==> src/design/nv_access_pkg.sv <==
// Constants shared by the non-volatile data store access logic.
// Assumes an 8-bit CPU data-memory bus with a one-bit bank select.
package nv_access_pkg;

    // ========================================================
    // Register placement in the data-memory map
    localparam logic [7:0] LOC_ADDR   = 8'h1E;
    localparam logic [7:0] BYTE_ADDR  = 8'h1F;
    localparam logic [7:0] CTRL_ADDR  = 8'h40;
    localparam logic       CTRL_BANK  = 1'h1;

    // ========================================================
    // Field layout
    localparam int LOC_W            = 6;
    localparam int DEPTH            = 64;
    localparam int WRITE_PERMIT_BIT = 3;
    localparam int WRITE_START_BIT  = 2;
    localparam int READ_PERMIT_BIT  = 1;
    localparam int READ_START_BIT   = 0;

    // ========================================================
    // Reset values
    localparam logic [5:0] LOC_RESET  = 6'h00;
    localparam logic [7:0] BYTE_RESET = 8'h00;
    localparam logic [7:0] READ_ZERO  = 8'h00;

    // ========================================================
    // Timing
    localparam logic [2:0] READ_CYCLES = 3'h4;
    localparam logic [3:0] WRITE_TICKS = 4'h4;

    typedef enum logic [1:0] {
        ST_IDLE  = 2'b00,
        ST_READ  = 2'b01,
        ST_WRITE = 2'b10
    } nv_state_e;

endpackage

==> src/design/nv_array_if.sv <==
// Link between the access controller, the byte store and the write timer.
// Assumes all three parties run on the same system clock.
`timescale 1ns/1ps
interface nv_array_if;
    logic [5:0] addr;
    logic [7:0] wdata;
    logic       wr_en;
    logic [7:0] rdata;
    logic       timer_start;
    logic       timer_done;

    modport ctrl  (output addr, output wdata, output wr_en, output timer_start,
                   input rdata, input timer_done);
    modport store (input addr, input wdata, input wr_en, output rdata);
    modport timer (input timer_start, output timer_done);
endinterface

==> src/design/nv_byte_store.sv <==
// The 64 by 8 byte store, held in flip-flops with no reset.
// Assumes the controller presents one byte address at a time.
`timescale 1ns/1ps
module nv_byte_store
    import nv_access_pkg::*;
(
    // Clock
    input wire logic ref_clk,
    // Array side
    nv_array_if.store arr
);

    logic [7:0] cells [DEPTH];

    // ========================================================
    // Storage
    // Contents survive reset, as a non-volatile store should.
    always_ff @(posedge ref_clk) begin
        if (arr.wr_en) begin
            cells[arr.addr] <= arr.wdata;
        end
    end

    assign arr.rdata = cells[arr.addr];

endmodule

==> src/design/nv_write_timer.sv <==
// Write cycle timer paced by a free-running tick from its own oscillator.
// Assumes the tick pin is asynchronous to ref_clk and slower than it.
`timescale 1ns/1ps
module nv_write_timer
    import nv_access_pkg::*;
(
    // Clock and reset
    input wire logic ref_clk,
    input wire logic rst,
    // Oscillator tick
    input wire logic tick_pin,
    // Controller side
    nv_array_if.timer tmr
);

    logic       tick_meta;
    logic       tick_sync;
    logic       tick_prev;
    logic       busy;
    logic [3:0] ticks_left;

    // ========================================================
    // Tick synchroniser
    always_ff @(posedge ref_clk or posedge rst) begin
        if (rst) begin
            tick_meta <= 1'b0;
            tick_sync <= 1'b0;
            tick_prev <= 1'b0;
        end else begin
            tick_meta <= tick_pin;
            tick_sync <= tick_meta;
            tick_prev <= tick_sync;
        end
    end

    // ========================================================
    // Tick counter
    // The duration in system cycles varies with the oscillator phase.
    always_ff @(posedge ref_clk or posedge rst) begin
        if (rst) begin
            busy          <= 1'b0;
            ticks_left    <= 4'h0;
            tmr.timer_done <= 1'b0;
        end else begin
            tmr.timer_done <= 1'b0;
            if (tmr.timer_start) begin
                busy       <= 1'b1;
                ticks_left <= WRITE_TICKS;
            end else if (busy && tick_sync && !tick_prev) begin
                ticks_left <= ticks_left - 4'h1;
                if (ticks_left == 4'h1) begin
                    busy           <= 1'b0;
                    tmr.timer_done <= 1'b1;
                end
            end
        end
    end

endmodule

==> src/design/nv_data_access.sv <==
// Byte access controller for the on-chip non-volatile data store.
// Assumes the CPU data-memory bus is synchronous to ref_clk.
// How it works
// - Store holds 64 bytes; each access moves exactly one byte.
// - Location and byte registers decode directly, whatever the bank select.
// - Location register keeps six bits, resets to zero, upper two read zero.
// - With write permit clear no write starts; one already running still reaches the store.
// - Write start is taken only when write permit was already set.
// - Hardware clears write start when the write cycle completes.
// - With read permit clear no read starts; one already running still completes.
// - Read start is taken only when read permit was already set.
// - Read end clears read start and loads the fetched byte.
// - Byte register holds until the next read or a bus write to it; a write cycle leaves it alone.
// - Control bits 7 to 4 read zero; four control bits reset zero.
// - Write end raises the done flag; servicing the interrupt clears it.
// - Write duration comes from an asynchronous timer, so it varies.
`timescale 1ns/1ps
module nv_data_access
    import nv_access_pkg::*;
(
    // Clock and reset
    input wire logic        ref_clk,
    input wire logic        rst,
    // CPU data-memory bus
    input wire logic [7:0]  bus_addr,
    input wire logic        bus_bank,
    input wire logic        bus_wr,
    input wire logic        bus_rd,
    input wire logic [7:0]  bus_wdata,
    output logic     [7:0]  bus_rdata,
    // Write timer oscillator
    input wire logic        write_timer_tick,
    // Interrupt request
    input wire logic        write_done_ack,
    output logic            write_done_flag
);

    nv_array_if arr ();

    nv_state_e  state;
    logic [5:0] nv_location;
    logic [7:0] nv_byte;
    logic       write_permit;
    logic       write_start;
    logic       read_permit;
    logic       read_start;
    logic [2:0] read_count;
    logic [5:0] cyc_addr;
    logic [7:0] cyc_data;

    logic       sel_loc;
    logic       sel_byte;
    logic       sel_ctrl;
    logic       ctrl_wr;
    logic       take_write;
    logic       take_read;
    logic       read_end;
    logic       write_end;
    logic [7:0] ctrl_view;

    // ========================================================
    // Address decode
    assign sel_loc  = (bus_addr == LOC_ADDR);
    assign sel_byte = (bus_addr == BYTE_ADDR);
    assign sel_ctrl = (bus_addr == CTRL_ADDR) && (bus_bank == CTRL_BANK);
    assign ctrl_wr  = bus_wr && sel_ctrl;

    // A start is only honoured from idle, so a second start while a
    // cycle runs cannot corrupt the latched address or data.
    assign take_write = ctrl_wr && bus_wdata[WRITE_START_BIT]
                        && write_permit && (state == ST_IDLE);
    assign take_read  = ctrl_wr && bus_wdata[READ_START_BIT]
                        && read_permit && (state == ST_IDLE)
                        && !take_write;
    assign read_end   = (state == ST_READ) && (read_count == 3'h0);
    assign write_end  = (state == ST_WRITE) && arr.timer_done;

    assign ctrl_view = {4'h0, write_permit, write_start,
                        read_permit, read_start};

    // ========================================================
    // Cycle sequencer
    always_ff @(posedge ref_clk or posedge rst) begin
        if (rst) begin
            state      <= ST_IDLE;
            read_count <= 3'h0;
        end else begin
            unique case (state)
                ST_IDLE: begin
                    if (take_write) begin
                        state <= ST_WRITE;
                    end else if (take_read) begin
                        state      <= ST_READ;
                        read_count <= READ_CYCLES - 3'h1;
                    end
                end
                ST_READ: begin
                    if (read_end) begin
                        state <= ST_IDLE;
                    end else begin
                        read_count <= read_count - 3'h1;
                    end
                end
                ST_WRITE: begin
                    if (write_end) begin
                        state <= ST_IDLE;
                    end
                end
                default: begin
                    state <= ST_IDLE;
                end
            endcase
        end
    end

    // ========================================================
    // Control register
    // Start bits are owned by hardware once set; software writes of zero
    // to them are ignored so that polling cannot be fooled.
    always_ff @(posedge ref_clk or posedge rst) begin
        if (rst) begin
            write_permit <= 1'b0;
            read_permit  <= 1'b0;
            write_start  <= 1'b0;
            read_start   <= 1'b0;
        end else begin
            if (ctrl_wr) begin
                write_permit <= bus_wdata[WRITE_PERMIT_BIT];
                read_permit  <= bus_wdata[READ_PERMIT_BIT];
            end
            if (take_write) begin
                write_start <= 1'b1;
            end else if (write_end) begin
                write_start <= 1'b0;
            end
            if (take_read) begin
                read_start <= 1'b1;
            end else if (read_end) begin
                read_start <= 1'b0;
            end
        end
    end

    // ========================================================
    // Location and byte registers
    always_ff @(posedge ref_clk or posedge rst) begin
        if (rst) begin
            nv_location <= LOC_RESET;
        end else if (bus_wr && sel_loc) begin
            nv_location <= bus_wdata[5:0];
        end
    end

    always_ff @(posedge ref_clk or posedge rst) begin
        if (rst) begin
            nv_byte <= BYTE_RESET;
        end else if (read_end) begin
            nv_byte <= arr.rdata;
        end else if (bus_wr && sel_byte) begin
            nv_byte <= bus_wdata;
        end
    end

    // ========================================================
    // Cycle latch
    // Address and data are frozen at start, so software may touch the
    // registers while the slow write runs without changing its target.
    always_ff @(posedge ref_clk or posedge rst) begin
        if (rst) begin
            cyc_addr <= LOC_RESET;
            cyc_data <= BYTE_RESET;
        end else if (take_write || take_read) begin
            cyc_addr <= nv_location;
            cyc_data <= nv_byte;
        end
    end

    assign arr.addr        = cyc_addr;
    assign arr.wdata       = cyc_data;
    assign arr.wr_en       = write_end;
    assign arr.timer_start = take_write;

    // ========================================================
    // Write done flag
    always_ff @(posedge ref_clk or posedge rst) begin
        if (rst) begin
            write_done_flag <= 1'b0;
        end else if (write_end) begin
            write_done_flag <= 1'b1;
        end else if (write_done_ack) begin
            write_done_flag <= 1'b0;
        end
    end

    // ========================================================
    // Read data
    always_ff @(posedge ref_clk or posedge rst) begin
        if (rst) begin
            bus_rdata <= READ_ZERO;
        end else if (bus_rd) begin
            if (sel_loc) begin
                bus_rdata <= {2'h0, nv_location};
            end else if (sel_byte) begin
                bus_rdata <= nv_byte;
            end else if (sel_ctrl) begin
                bus_rdata <= ctrl_view;
            end else begin
                bus_rdata <= READ_ZERO;
            end
        end
    end

    // ========================================================
    // Sub-blocks
    nv_byte_store store_i (
        .ref_clk (ref_clk),
        .arr     (arr.store)
    );

    nv_write_timer timer_i (
        .ref_clk  (ref_clk),
        .rst      (rst),
        .tick_pin (write_timer_tick),
        .tmr      (arr.timer)
    );
endmodule

==> config.mk <==
export PLATFORM = sky130hd
export DESIGN_NAME = nv_data_access
export DESIGN_NICKNAME = d
export VERILOG_FILES = /design/src/design/nv_access_pkg.sv /design/src/design/nv_array_if.sv /design/src/design/nv_byte_store.sv /design/src/design/nv_write_timer.sv /design/src/design/nv_data_access.sv
export SDC_FILE = /design/constraint.sdc
export NUM_CORES = 1
export LEC_CHECK = 0
export BUFFER_PORTS_ARGS = -buffer_cell sky130_fd_sc_hd__buf_2
export CAP_MARGIN = 20
export CORE_MARGIN = 8
export CORE_UTILIZATION = 40
export CTS_BUF_LIST = sky130_fd_sc_hd__clkbuf_4 sky130_fd_sc_hd__clkbuf_8
export CTS_CLUSTER_DIAMETER = 50
export DETAILED_ROUTE_END_ITERATION = 6
export GPL_TIMING_DRIVEN = 0
export PLACE_DENSITY = 0.64
export SYNTH_ARGS = -nofsm -noshare
export SYNTH_HDL_FRONTEND = slang
export SYNTH_SLANG_ARGS = --single-unit
==> constraint.sdc <==
create_clock -name ref_clk -period 6.3 [get_ports ref_clk]
set_input_delay 0.63 -clock ref_clk [delete_from_list [all_inputs] [get_ports ref_clk]]
set_output_delay 0.63 -clock ref_clk [all_outputs]
set_load 0.02 [all_outputs]
==> key figures <==
Die
  – Die Span Y: 254 µm
  – Die area: about 64000 µm²
  – Number of cell rows: 87
  – Die Span X: approximately 250 µm
  – Total I/O pin count: 32
  – Initial core utilization: 40.3%
  – Core area: 56200 µm²

Cells and area
  – Synthesis-to-layout area growth: 13.7%
  – Nets: 1486
  – Post-route cell area: around 26000 µm²
  – N_diodes: 0
  – Fraction of layout cells with a size suffix above 1: roughly 21%

Timing
  – Min Hold Slack: roughly 0.057 ns
  – Hold Vio Cnt, Final: 0
  – Slew @ Worst Pin: approximately 1.1 ns
  – Max-slew violation count: 0
  – Layout Skew: slightly below 0.03 ns
  – Tcrit/Tclk final: between 60 and 70%
  – Max Freq: between 200 and 250 MHz
  – Min Clock Period, post-route: ~4.4 ns
  – Max_slew headroom: 25.5%
  – RSZ-0062 raised after global routing: no
  – Total negative slack: 0 ns
  – Final setup violation count: 0

Clocking
  – H-tree depth: 3
  – Setup bufs post-CTS: 0
  – Clock buffer depth: 3
  – Clock transition at path regs: roughly 0.060 ns
  – Clock Latency Late Sink: ~0.70 ns
  – CTS tree: built
  – Hold buffers post-CTS: 1
  – Root buffer cell: clkbuf_8
  – Post_cts resized: 0
  – Total CTS buffers: 93
  – CTS Sinks: 567

Detailed routing
  – DR iter-0 viols: 2026
  – Post-Route WL: 68.5 mm
  – DRT antenna net count: 0
  – Via-per-instance ratio: approximately 5.9
  – DR WL/cell: roughly 30 µm
  – DRC: 0
  – DR vias: around 14000
  – Drt first pass iters: 5

Logic synthesis
  – Mapped Avg Cell Area: 17.1 µm²
  – Main area contributors after synthesis: edfxtp_1 (68%), dfrtp_1 (6.1%), mux2i_1 (4.8%), mux4_2 (3.2%), mux2_2 (2.5%)
  – Post-Syn Area: roughly 23000 µm²
  – Yosys top cell area share: roughly two thirds
  – Number of distinct library cells after synthesis: 66
  – Sequential element share of the synthesized area: roughly 74%
  – Synth Net Count: roughly 1400
  – Synthesis Warnings: 0
  – #FFs+latches synth: between 500 and 600
  – Top cell type by total area after synthesis: edfxtp_1
  – Number of synthesized flops with an enable pin: 512
  – Cell with the most instances after synthesis: edfxtp_1
  – Post-synth ARST share: about 9.7%
  – Most common flop cell mapped by yosys: edfxtp_1
  – Synth top cells by count: edfxtp_1 (512), mux2i_1 (109), nor2_1 (106)
  – Cell count after synthesis: 1323

Placed design
  – Post-DP HPWL: 43.6 mm
  – Routability cong.: 0.990
  – Post-DP Area: 23900 µm²
  – PortBufs: 29

GRT
  – Largest net degree at the start of global routing: 55
  – Initial antenna violation count: 0
  – Grt ovf: 0
  – Vias in the first global route: approximately 13000
  – First-pass GRT wire length: between 90 and 100 mm
  – Gr usage total: 21.0%

Run status
  – Outcome: complete, no violations

Critical path
  – Crit start category: flop
  – Largest stage delay, worst path: ~1.0 ns
  – Critical setup path kind: reg2reg
  – Crit-path slowest cell: nor2_1
  – Largest fanout on the critical path: 10
  – FF-to-FF setup slack: approximately 1.9 ns
  – Worst Path Required: between 6 and 7 ns
  – Cell Chain, Critical Path: buf_6, buf_4, nor2b_1, buf_2, nand3_1, nor2_1
  – Worst setup EP type: flop
  – Arrival time worst endpoint: 4.66 ns
  – R2R cell count: 6

Pwr
  – Peak supply drop: roughly 0.00015 V
  – Pwr Total: 0.00725 W
  – P_leak: about 8.6 nW
  – Power Density: 282 nW/µm²

Run
  – Max_cap viols: 0

Min path
  – Hold path depth: 1
  – HP Class: in2reg
==> metal layers <==
| metal | wire length, µm | GRT usage [%] |
|---|---|---|
| met1 | 26300 | 27.0 |
| met2 | 30800 | 32.0 |
| met3 | 8410 | 7.51 |
| met4 | 3020 | 9.46 |
| met5 | 0 | 0 |
==> flip-flops by register name, indices dropped and copies added, names as in the netlist, 2 cells and up <==
signal / cells
bus_rdata: 8
store_i.cells: 512
nv_byte: 8
timer_i.ticks_left: 4
arr.addr: 6
nv_location: 6
read_count: 3
state: 2
arr.wdata: 8
==> kinds of logic after synthesis <==
group	count (synthesis)	synth area share [%]
xor gates and xnor gates	3	0.116
buffers and inverters	97	2.36
muxes	203	11.6
DFF	567	74.1
and+or+nand+nor	220	4.49
AOI/OAI and AO/OA	229	7.17
adders and majority gates	4	0.221
==> critical path: cells and delay by family (launching register included) <==
kind / cells / cell delay, ns
simple gates: 3 / 2.57
buf+inv: 3 / 0.99
flops: 1 / 0.38
==> layout by cell type (no fill, tap or decap), types with 18 or more instances in the layout <==
cell type and count:
clkbuf_1 32, nor2_1 106, clkbuf_8 95, o21ai_0 40, nand2_1 45, dfrtp_1 47, a221oi_1 23, mux2i_1 109
mux2_2 51, clkbuf_4 30, mux4_2 32, o22ai_1 24, buf_4 18, a22oi_1 32, nand3_1 20, edfxtp_1 512
a21oi_1 39, buf_2 49, clkinv_1 28
==> power breakdown <==
part           switching [W]   total, W  internal, W
clock network        0.00148    0.00314      0.00166
registers         0.00000734    0.00406      0.00405
logic              0.0000289  0.0000464    0.0000175
total                0.00152    0.00725      0.00573
==> path summary, 6_finish.rpt <==
check	to	from
min reg2reg	timer_i.tick_sync$_DFF_PP0_	timer_i.tick_meta$_DFF_PP0_
max in group asynchronous	arr.wdata[6]$_DFFE_PP0P_	rst
min in group asynchronous	timer_i.tmr.timer_done$_DFF_PP0_	rst
min	timer_i.tick_meta$_DFF_PP0_	write_timer_tick
max	store_i.cells[38][4]$_DFFE_PP_	arr.addr[0]$_DFFE_PP0P_
max reg2reg	store_i.cells[38][4]$_DFFE_PP_	arr.addr[0]$_DFFE_PP0P_
==> per-stage QoR <==
step	setup slack [ns]	cells	utilization, %
after CTS	2.20	2286	45.8
after detailed placement	2.23	2119	42.6
after floorplan	4.02	1323	-
after global placement	2.26	2108	42.2
after global routing	1.99	2286	45.8
final	1.94	2286	45.8
==> final cells by class <==
class                      count  area (µm²)
tap                          756         946
clock buffer                 125        1530
multi-input combinational    659        5330
clock inverter                41         248
fill                        4883       30500
buffer                        83         482
sequential                   567       16800
inverter                      14        52.6
timing repair buffer          41         355
(Power assumes the default switching activity.)
